File: config.mk
export PLATFORM = sky130hd
export DESIGN_NAME = phy_aux_control_status_regs
export DESIGN_NICKNAME = d
export VERILOG_FILES = /design/src/hdl/phy_aux_pkg.sv /design/src/hdl/mgmt_serial_slave.sv /design/src/hdl/phy_aux_control_status_regs.sv
export SDC_FILE = /design/constraint.sdc
export NUM_CORES = 1
export LEC_CHECK = 0
export BUFFER_PORTS_ARGS = -buffer_cell sky130_fd_sc_hd__buf_4
export CAP_MARGIN = 20
export CORE_MARGIN = 2
export CORE_UTILIZATION = 50
export DETAILED_ROUTE_END_ITERATION = 12
export MAX_ROUTING_LAYER = met4
export PLACE_DENSITY_LB_ADDON = 0.15
export SLEW_MARGIN = 20
export SYNTH_ARGS = -nofsm -noshare
export SYNTH_HDL_FRONTEND = slang
export SYNTH_SLANG_ARGS = --single-unit
export TNS_END_PERCENT = 100
File: constraint.sdc
create_clock -name MCLK -period 1.97 [get_ports MCLK]
set_clock_uncertainty 0.05 [all_clocks]
set_input_delay 0.0985 -clock MCLK [delete_from_list [all_inputs] [get_ports MCLK]]
set_output_delay 0.0985 -clock MCLK [all_outputs]
set_load 0.03 [all_outputs]
File: src/hdl/phy_aux_pkg.sv
// Package: register map, field positions, reset values and framing constants
package phy_aux_pkg;

  // ==========================================================
  // Register addresses
  localparam logic [4:0] REG_AUX_MODE_LED_TXGAP = 5'h1D;
  localparam logic [4:0] REG_AUX_MULTI_PHY_STATUS_CTRL = 5'h1E;
  localparam logic [4:0] REG_TEST_SHADOW_ENABLE = 5'h1F;
  localparam logic [4:0] SHADOW_ADDR_LO = 5'h1A;
  localparam logic [4:0] SHADOW_ADDR_HI = 5'h1E;

  // ==========================================================
  // Auxiliary mode fields
  localparam int MODE_ACT_DIS_BIT = 4;
  localparam int MODE_LINK_DIS_BIT = 3;
  localparam int MODE_GAP_BIT = 1;

  // ==========================================================
  // Aux_multi_phy_status_ctrl fields
  localparam int MULTI_RESULT_HI = 15;
  localparam int MULTI_RESULT_LO = 11;
  localparam int MULTI_RESTART_BIT = 8;
  localparam int MULTI_COMPLETE_BIT = 7;
  localparam int MULTI_ACK_DONE_BIT = 6;
  localparam int MULTI_ACK_SEEN_BIT = 5;
  localparam int MULTI_ABILITY_BIT = 4;
  localparam int MULTI_ISOLATE_BIT = 3;
  localparam int MULTI_SERIAL_BIT = 1;

  // Positions inside the five-bit negotiated result field
  localparam int RESULT_FAST_TX_FULL_DUPLEX = 4;
  localparam int RESULT_FAST_FOUR_PAIR = 3;
  localparam int RESULT_FAST_TX_HALF = 2;
  localparam int RESULT_TEN_FULL_DUPLEX = 1;
  localparam int RESULT_TEN_HALF = 0;

  // ==========================================================
  // Test register
  localparam int TEST_SHADOW_BIT = 7;
  localparam logic [15:0] TEST_RESET = 16'h000B;

  // ==========================================================
  // Management frame
  localparam logic [5:0] PREAMBLE_LEN = 6'h20;
  localparam logic [1:0] FRAME_START = 2'h1;
  localparam logic [1:0] OP_READ = 2'h2;
  localparam logic [1:0] OP_WRITE = 2'h1;
  localparam logic [5:0] HDR_LAST = 6'h0C;
  localparam logic [5:0] DATA_LAST = 6'h0F;

  // ==========================================================
  // Short inter-packet gap window, in transmit clock cycles
  localparam logic [2:0] GAP_MIN = 3'h1;
  localparam logic [2:0] GAP_MAX = 3'h4;

  typedef enum logic [3:0] {
    ST_PRE  = 4'h1,
    ST_HDR  = 4'h2,
    ST_TA   = 4'h4,
    ST_DATA = 4'h8
  } mgmt_state_t;

endpackage

File: src/hdl/mgmt_serial_slave.sv
// Serial management frame slave: pin synchronisers, frame decode, read and write strobes
module mgmt_serial_slave
  import phy_aux_pkg::*;
(
  // Clock and reset
  input wire logic clk,
  input wire logic rst_n,
  // Management pins
  input wire logic mdc,
  input wire logic mdio_i,
  output logic mdio_o,
  output logic mdio_oe,
  // Station address
  input wire logic [4:0] phy_addr,
  // Register side
  output logic [4:0] reg_addr,
  output logic [15:0] wr_data,
  output logic wr_stb,
  output logic rd_stb,
  input wire logic [15:0] rd_data
);

  // ==========================================================
  // Synchronisers: a level counts once stages two and three agree
  logic [2:0] mdc_ff_q;
  logic [2:0] mdio_ff_q;
  logic mdc_s_q;
  logic mdio_s_q;
  logic mdc_prev_q;

  always_ff @(posedge clk or negedge rst_n) begin
    if (!rst_n) begin
      mdc_ff_q <= 3'h0;
      mdio_ff_q <= 3'h7;
      mdc_s_q <= 1'b0;
      mdio_s_q <= 1'b1;
      mdc_prev_q <= 1'b0;
    end else begin
      mdc_ff_q <= {mdc_ff_q[1:0], mdc};
      mdio_ff_q <= {mdio_ff_q[1:0], mdio_i};
      if (mdc_ff_q[2] == mdc_ff_q[1]) begin
        mdc_s_q <= mdc_ff_q[2];
      end
      if (mdio_ff_q[2] == mdio_ff_q[1]) begin
        mdio_s_q <= mdio_ff_q[2];
      end
      mdc_prev_q <= mdc_s_q;
    end
  end

  wire rise = mdc_s_q & ~mdc_prev_q;
  wire fall = ~mdc_s_q & mdc_prev_q;

  // ==========================================================
  // Frame decoder
  mgmt_state_t state_q;
  logic [5:0] cnt_q;
  logic [13:0] sh_q;
  logic [15:0] tx_q;
  logic read_q;
  logic [4:0] addr_q;
  logic [15:0] wd_q;
  logic wr_q;
  logic rd_q;
  logic out_q;
  logic oe_q;

  wire [13:0] hdr_w = {sh_q[12:0], mdio_s_q};
  wire hdr_ok = (hdr_w[13:12] == FRAME_START) && (hdr_w[9:5] == phy_addr) &&
                ((hdr_w[11:10] == OP_READ) || (hdr_w[11:10] == OP_WRITE));

  always_ff @(posedge clk or negedge rst_n) begin
    if (!rst_n) begin
      state_q <= ST_PRE;
      cnt_q <= 6'h00;
      sh_q <= 14'h0000;
      tx_q <= 16'h0000;
      read_q <= 1'b0;
      addr_q <= 5'h00;
      wd_q <= 16'h0000;
      wr_q <= 1'b0;
      rd_q <= 1'b0;
      out_q <= 1'b1;
      oe_q <= 1'b0;
    end else begin
      wr_q <= 1'b0;
      rd_q <= 1'b0;
      if (rd_q) begin
        tx_q <= rd_data;
      end
      unique case (state_q)
        ST_PRE: begin
          if (fall) begin
            oe_q <= 1'b0;
          end
          if (rise) begin
            if (mdio_s_q) begin
              cnt_q <= (cnt_q == PREAMBLE_LEN) ? cnt_q : cnt_q + 6'h01;
            end else if (cnt_q == PREAMBLE_LEN) begin
              sh_q <= 14'h0000;
              cnt_q <= 6'h00;
              state_q <= ST_HDR;
            end else begin
              cnt_q <= 6'h00;
            end
          end
        end
        ST_HDR: begin
          if (rise) begin
            sh_q <= hdr_w;
            cnt_q <= cnt_q + 6'h01;
            if (cnt_q == HDR_LAST) begin
              cnt_q <= 6'h00;
              state_q <= hdr_ok ? ST_TA : ST_PRE;
              // Frames for another station are dropped and need a fresh preamble
              read_q <= (hdr_w[11:10] == OP_READ);
              addr_q <= hdr_w[4:0];
              rd_q <= hdr_ok && (hdr_w[11:10] == OP_READ);
            end
          end
        end
        ST_TA: begin
          if (rise) begin
            cnt_q <= cnt_q + 6'h01;
            if (cnt_q != 6'h00) begin
              cnt_q <= 6'h00;
              state_q <= ST_DATA;
            end
          end
          if (fall && read_q && (cnt_q != 6'h00)) begin
            oe_q <= 1'b1;
            out_q <= 1'b0;
          end
        end
        ST_DATA: begin
          if (fall && read_q) begin
            out_q <= tx_q[15];
            tx_q <= {tx_q[14:0], 1'b0};
          end
          if (rise) begin
            wd_q <= {wd_q[14:0], mdio_s_q};
            cnt_q <= cnt_q + 6'h01;
            if (cnt_q == DATA_LAST) begin
              cnt_q <= 6'h00;
              wr_q <= ~read_q;
              state_q <= ST_PRE;
            end
          end
        end
      endcase
    end
  end

  assign mdio_o = out_q;
  assign mdio_oe = oe_q;
  assign reg_addr = addr_q;
  assign wr_data = wd_q;
  assign wr_stb = wr_q;
  assign rd_stb = rd_q;

endmodule

File: src/hdl/phy_aux_control_status_regs.sv
// Auxiliary control and status registers with management access and datapath gating
module phy_aux_control_status_regs
  import phy_aux_pkg::*;
#(
  parameter logic [4:0] PHY_ADDRESS = 5'h01
)(
  // Clock and reset
  input wire logic MCLK,
  input wire logic NRST,
  // Management pins
  input wire logic MDC,
  input wire logic MDIO_I,
  output logic MDIO_O,
  output logic MDIO_OE,
  // Registers kept elsewhere, including the shadow bank
  output logic EXT_WR,
  output logic EXT_RD,
  output logic EXT_SHADOW,
  output logic [4:0] EXT_ADDR,
  output logic [15:0] EXT_WDATA,
  input wire logic [15:0] EXT_RDATA,
  // Negotiation engine
  input wire logic NEGOTIATION_ENABLE_PIN,
  input wire logic CTRL_AN_ENABLE,
  input wire logic CTRL_RESTART,
  input wire logic ABILITY_DETECT_STATE,
  input wire logic ACK_DETECT_EXIT,
  input wire logic COMPLETE_ACK_EXIT,
  input wire logic AN_DONE,
  input wire logic LINK_FAULT,
  input wire logic RESULT_VALID,
  input wire logic [4:0] RESULT_MODE,
  output logic AN_ENABLED,
  output logic AN_RESTART,
  // Indicators
  input wire logic TX_ACTIVITY,
  input wire logic RX_ACTIVITY,
  input wire logic LINK_UP,
  output logic TRANSMIT_ACTIVITY_INDICATOR_N,
  output logic RECEIVE_ACTIVITY_INDICATOR_N,
  output logic LINK_INDICATOR_N,
  // RMII datapath
  input wire logic SPEED_100,
  input wire logic TX_EN_IN,
  input wire logic [1:0] TXD_IN,
  output logic TX_EN_CORE,
  output logic [1:0] TXD_CORE,
  input wire logic CRS_DV_CORE,
  input wire logic [1:0] RXD_CORE,
  output logic CRS_DV_O,
  output logic [1:0] RXD_O,
  output logic RMII_OE,
  output logic SERIAL_ACTIVE,
  output logic INSERT_IDLES,
  output logic LINK_PULSE_EN
);

  // ==========================================================
  // Decoding helpers
  function automatic logic in_shadow(input logic [4:0] a);
    in_shadow = (a >= SHADOW_ADDR_LO) && (a <= SHADOW_ADDR_HI);
  endfunction

  // Highest-priority ability only, so one pass never adds two bits
  function automatic logic [4:0] top_result(input logic [4:0] m);
    top_result = 5'h00;
    for (int i = 0; i < 5; i++) begin
      if (m[i]) begin
        top_result = 5'h01 << i;
      end
    end
  endfunction

  // ==========================================================
  // Management access
  logic [4:0] reg_addr;
  logic [15:0] wr_data;
  logic wr_stb;
  logic rd_stb;
  logic [15:0] rd_data;

  mgmt_serial_slave u_slave (
    .clk(MCLK),
    .rst_n(NRST),
    .mdc(MDC),
    .mdio_i(MDIO_I),
    .mdio_o(MDIO_O),
    .mdio_oe(MDIO_OE),
    .phy_addr(PHY_ADDRESS),
    .reg_addr(reg_addr),
    .wr_data(wr_data),
    .wr_stb(wr_stb),
    .rd_stb(rd_stb),
    .rd_data(rd_data)
  );

  // ==========================================================
  // Register state
  logic act_dis_q;
  logic link_dis_q;
  logic short_gap_idle_insert_q;
  logic isolate_q;
  logic serial_q;
  logic [15:0] test_q;
  logic [4:0] result_q;
  logic complete_q;
  logic ack_done_q;
  logic ack_seen_q;
  logic [2:0] pin_ff_q;
  logic pin_s_q;

  wire shadow_on = test_q[TEST_SHADOW_BIT];
  wire shadow_hit = shadow_on && in_shadow(reg_addr);
  wire hit_mode = (reg_addr == REG_AUX_MODE_LED_TXGAP) && !shadow_hit;
  wire hit_multi = (reg_addr == REG_AUX_MULTI_PHY_STATUS_CTRL) && !shadow_hit;
  wire hit_test = (reg_addr == REG_TEST_SHADOW_ENABLE);
  wire owned = hit_mode || hit_multi || hit_test;
  wire wr_mode = wr_stb && hit_mode;
  wire wr_multi = wr_stb && hit_multi;
  wire wr_test = wr_stb && hit_test;

  wire an_en = CTRL_AN_ENABLE && pin_s_q;
  wire restart = an_en && ((wr_multi && wr_data[MULTI_RESTART_BIT]) || CTRL_RESTART);
  wire ability = ABILITY_DETECT_STATE && an_en;
  wire serial_act = serial_q && !SPEED_100;

  wire [15:0] rd_mode = {11'h000, act_dis_q, link_dis_q, 1'b0, short_gap_idle_insert_q, 1'b0};
  // Restart bit position always reads zero
  wire [15:0] rd_multi = {result_q, 2'h0, 1'b0, complete_q, ack_done_q, ack_seen_q,
                          ability, isolate_q, 1'b0, serial_q, 1'b0};
  assign rd_data = hit_test ? test_q : hit_mode ? rd_mode : hit_multi ? rd_multi : EXT_RDATA;

  assign EXT_WR = wr_stb && !owned;
  assign EXT_RD = rd_stb && !owned;
  assign EXT_SHADOW = shadow_hit;
  assign EXT_ADDR = reg_addr;
  assign EXT_WDATA = wr_data;

  // Flags: a set in the same cycle as a restart or link fault wins; while disabled, complete and ack-done stay clear
  wire [4:0] result_d = (RESULT_VALID ? top_result(RESULT_MODE) : 5'h00) |
                        (result_q & ~{5{restart}});
  wire complete_d = (AN_DONE && an_en) ||
                    (complete_q && !restart && !LINK_FAULT && an_en);
  wire ack_done_d = (COMPLETE_ACK_EXIT && an_en) ||
                    (ack_done_q && !restart && !LINK_FAULT && an_en);
  wire ack_seen_d = ACK_DETECT_EXIT || (ack_seen_q && !restart);

  always_ff @(posedge MCLK or negedge NRST) begin
    if (!NRST) begin
      pin_ff_q <= 3'h0;
      pin_s_q <= 1'b0;
      act_dis_q <= 1'b0;
      link_dis_q <= 1'b0;
      short_gap_idle_insert_q <= 1'b0;
      isolate_q <= 1'b0;
      serial_q <= 1'b0;
      test_q <= TEST_RESET;
      result_q <= 5'h00;
      complete_q <= 1'b0;
      ack_done_q <= 1'b0;
      ack_seen_q <= 1'b0;
      AN_RESTART <= 1'b0;
    end else begin
      pin_ff_q <= {pin_ff_q[1:0], NEGOTIATION_ENABLE_PIN};
      if (pin_ff_q[2] == pin_ff_q[1]) begin
        pin_s_q <= pin_ff_q[2];
      end
      if (wr_mode) begin
        act_dis_q <= wr_data[MODE_ACT_DIS_BIT];
        link_dis_q <= wr_data[MODE_LINK_DIS_BIT];
        short_gap_idle_insert_q <= wr_data[MODE_GAP_BIT];
      end
      if (wr_multi) begin
        isolate_q <= wr_data[MULTI_ISOLATE_BIT];
        serial_q <= wr_data[MULTI_SERIAL_BIT];
      end
      // Reserved bits are stored as written, so read-modify-write preserves them
      if (wr_test) begin
        test_q <= wr_data;
      end
      result_q <= result_d;
      complete_q <= complete_d;
      ack_done_q <= ack_done_d;
      ack_seen_q <= ack_seen_d;
      AN_RESTART <= restart;
    end
  end

  assign AN_ENABLED = an_en;

  // ==========================================================
  // Indicators and RMII datapath
  logic [2:0] gap_q;
  logic seen_pkt_q;
  logic tx_prev_q;
  wire tx_en_g = TX_EN_IN && !isolate_q;
  wire short_gap = (gap_q >= GAP_MIN) && (gap_q <= GAP_MAX);

  always_ff @(posedge MCLK or negedge NRST) begin
    if (!NRST) begin
      TRANSMIT_ACTIVITY_INDICATOR_N <= 1'b1;
      RECEIVE_ACTIVITY_INDICATOR_N <= 1'b1;
      LINK_INDICATOR_N <= 1'b1;
      TX_EN_CORE <= 1'b0;
      TXD_CORE <= 2'h0;
      CRS_DV_O <= 1'b0;
      RXD_O <= 2'h0;
      RMII_OE <= 1'b0;
      SERIAL_ACTIVE <= 1'b0;
      LINK_PULSE_EN <= 1'b0;
      INSERT_IDLES <= 1'b0;
      gap_q <= 3'h0;
      seen_pkt_q <= 1'b0;
      tx_prev_q <= 1'b0;
    end else begin
      TRANSMIT_ACTIVITY_INDICATOR_N <= act_dis_q || !TX_ACTIVITY;
      RECEIVE_ACTIVITY_INDICATOR_N <= act_dis_q || !RX_ACTIVITY;
      LINK_INDICATOR_N <= link_dis_q || !LINK_UP;
      TX_EN_CORE <= tx_en_g;
      TXD_CORE <= isolate_q ? 2'h0 : {TXD_IN[1] && !serial_act, TXD_IN[0]};
      CRS_DV_O <= CRS_DV_CORE && !isolate_q;
      RXD_O <= isolate_q ? 2'h0 : {RXD_CORE[1] && !serial_act, RXD_CORE[0]};
      RMII_OE <= !isolate_q;
      SERIAL_ACTIVE <= serial_act;
      LINK_PULSE_EN <= !isolate_q;
      tx_prev_q <= tx_en_g;
      if (tx_en_g) begin
        gap_q <= 3'h0;
        seen_pkt_q <= 1'b1;
      end else if (seen_pkt_q && gap_q != 3'h7) begin
        gap_q <= gap_q + 3'h1;
      end
      INSERT_IDLES <= short_gap_idle_insert_q && tx_en_g && !tx_prev_q &&
                      seen_pkt_q && short_gap;
    end
  end
endmodule

==> impl_metrics.json <==
{
  "start_kind": "flip-flop",
  "grt_max_degree": 38,
  "netlist_top_cells_area": "dfrtp_1, mux2_2, dfstp_2",
  "seq_area_um2": 3126,
  "clock_latency_ns": 0.52,
  "vias_per_cell": 5.342,
  "n_antenna_cell": 0,
  "grt_antenna_before_repair": 0,
  "hpwl_mm": 8.502,
  "crit_type": "flip-flop to flip-flop",
  "drt_wl_total_mm": 12.55,
  "nNetsFinal": 669,
  "worst_r2r_path_depth": 5,
  "drc_errors": 0,
  "final_cell_mix": "buf_4, dfrtp_1, nor2_1, dlygate4sd3_1, mux2_2",
  "synth_cell_type_count": 68,
  "rsz0062_at_grt": "yes",
  "dr.pass1.iters": 4,
  "ys_seq_elements": 124,
  "dp_cells": 692,
  "die_y_um": 109.4,
  "crit_path_max_incr_delay_ns": 0.58,
  "setup_violations": 2,
  "synth_cells": 455,
  "hold_end": "u_slave.tx_q[3]",
  "fp.coreArea_um2": 10840,
  "cp_cell_sequence": "or4b_4 -> nor4_4 -> a211oi_2 -> nand3_2 -> mux2_1",
  "synth_edf_count": 0,
  "holdWs_ns": 0.02269,
  "multiInputGateArea_um2": 2293,
  "grt_pass1_vias": 4154,
  "vias": 4119,
  "endpoint_kind": "flip-flop",
  "gp_congestion": 0.8385,
  "fin_setup_tns_ns": -0.03351,
  "failed_checks": "setup timing",
  "cap_violations": 0,
  "wl_per_cell_um": 16.27,
  "crit_slowest_cell": "or4b_4",
  "io_pins": 85,
  "worstPathArrival_ns": 2.35,
  "numCtsBuffers": 17,
  "fmaxAchievable_mhz": 500.8,
  "cts_tree": "yes",
  "post-route-cell-area_um2": 7724,
  "avgSynthCellArea_um2": 12.20,
  "clockBufferDepth": 2,
  "cts_root_buf": "clkbuf_8",
  "slew_viol_final": 0,
  "final.setup.worst_slack_ns": -0.02693,
  "crit_fanout": 4,
  "synth-seq-area-share_pct": 56.18,
  "hold_path_class": "input pin to flip-flop",
  "placed_area_um2": 6606,
  "whs_path_depth": 4,
  "drt_iter0_drc": 171,
  "synth_top_area_cell": "dfrtp_1",
  "instances_no_fill": 771,
  "ant_nets": 0,
  "gr-usage-all-layers_pct": 23.05,
  "reg2reg_setup_slack_ns": -0.03,
  "netlist_area_um2": 5550,
  "port_buffers": 84,
  "cts.sinks": 124,
  "cp-startpoint": "u_slave.state_q[1]",
  "slew_headroom_pct": 65.73,
  "worst_slew_pin_slew_ns": 0.5140,
  "required_ns": 2.33,
  "p_leak_nw": 3.619,
  "start_util_pct": 51.20,
  "grt_pass1_wl_mm": 20.35,
  "status": "complete, but fails checks",
  "vdd_drop_max_mv": 0.7387,
  "hold_violations": 0,
  "syn2layout_area_growth_pct": 39.16,
  "reg2reg_from": "u_slave.state_q[1]",
  "rr_endpoint": "u_slave.state_q[1]",
  "path_clk_slew_ns": 0.05,
  "syn_nets": 506,
  "drive_above_1_share_pct": 38.83,
  "fin_crit_sh_pct": 101.4,
  "synth_top_area_share_pct": 50.50,
  "htreeDepth": 4,
  "dieArea_um2": 11960,
  "async_flop_share_pct": 100.0,
  "chipWidth_um": 109.4,
  "rows": 38,
  "power_density_nw_per_um2": 982.6,
  "synth_flop_cell": "dfrtp_1",
  "yosysWarningCount": 0,
  "layout_commonest_cell": "buf_4",
  "fill_cells": 763,
  "grt-ovfl-total": 0,
  "hold_start": "EXT_RDATA[3]",
  "min_period_ns": 1.997
}
## metal layers
metal | track usage [%] | vias to the layer above | wire (µm) | part of all wire, %
met5 | - | - | 0 | 0
met4 | 7.595 | 0 | 131 | 1.0
met3 | 6.106 | 13 | 527 | 4.2
met2 | 36.16 | 90 | 6193 | 49
met1 | 29.34 | 2043 | 5694 | 45
li1 | - | 1973 | - | -
## flip-flops by register name, indices dropped and copies added (netlist names), 2 cells and up
signal             flops
test_q                16
u_slave.tx_q          16
u_slave.wr_data       16
u_slave.sh_q          13
u_slave.cnt_q          6
result_q               5
u_slave.reg_addr       5
u_slave.state_q        4
gap_q                  3
pin_ff_q               3
u_slave.mdc_ff_q       3
u_slave.mdio_ff_q      3
RXD_O                  2
TXD_CORE               2
## stage by stage
stage / setup slack [ns] / utilization (%) / total power [mW]
5_1_grt: -0.06611 / 71.25 / 7.931
4_1_cts: -0.01349 / 70.57 / 7.640
3_3_place_gp: 0.02769 / 60.94 / 4.288
6_report: -0.02693 / 71.25 / 7.589
3_5_place_dp: -0.01526 / 60.94 / 4.323
2_1_floorplan: 0.003316 / - / 3.797
## cells in the mapped netlist (5+ instances only)
cell type,n
clkbuf_1,8
nand2_1,29
dfrtp_1,112
nor2b_1,8
mux2_4,6
o21ai_0,9
buf_2,11
and2_1,5
a21oi_1,12
nor2_1,39
ha_1,7
dfstp_2,12
mux2_2,38
inv_1,18
and3_1,7
mux2i_1,11
o211ai_1,8
a221oi_1,5
a22o_1,27
nand3_1,6
## kinds of logic after synthesis
logic type / share of synthesized area, %
compound gates: 12.13
mux: 11.93
fa+ha+maj: 2.299
buf+inv: 3.223
flops: 56.18
simple gates: 13.62
xor+xnor: 0.6313
## where the power goes
part           leakage, nW  internal (mW)  switching [mW]  total [mW]
clock                0.294           2.11            1.09        3.20
sequential            1.58           2.77           0.181        2.95
combinational         1.75          0.747           0.691        1.44
## critical path, delay by kind of cell (launching register included)
| kind | cells | cell delay (ns) |
|---|---|---|
| AOI/OAI and AO/OA | 1 | 0.09 |
| and+or+nand+nor | 3 | 1.00 |
| DFF | 1 | 0.41 |
| muxes | 1 | 0.33 |
## worst max path at each step
stage,end,slack [ns]
2_1_floorplan,test_q[10],0.003
6_report,u_slave.state_q[1],-0.03
4_1_cts,u_slave.state_q[2],-0.01
5_1_grt,u_slave.state_q[1],-0.07
3_3_place_gp,u_slave.state_q[2],0.03
3_5_place_dp,u_slave.state_q[2],-0.02
## repair_timing
action / in CTS / in global routing
resized for setup: 5 / 9
endpoints found under the hold margin: 156 / 0
buffers inserted: 3 / 5
setup endpoints to repair: 4 / 21
hold buffers: 39 / 0
pin swaps: 1 / 3
## layout make-up
class | count | share of cell area (%)
Clock buffer | 21 | 5.816
Timing Repair Buffer | 166 | 18.73
Tap cell | 140 | 2.268
Inverter | 18 | 0.8748
Sequential cell | 124 | 40.47
Multi-Input combinational cell | 291 | 29.69
Clock inverter | 11 | 2.155
Note: power is estimated with default switching activity, not from simulation.
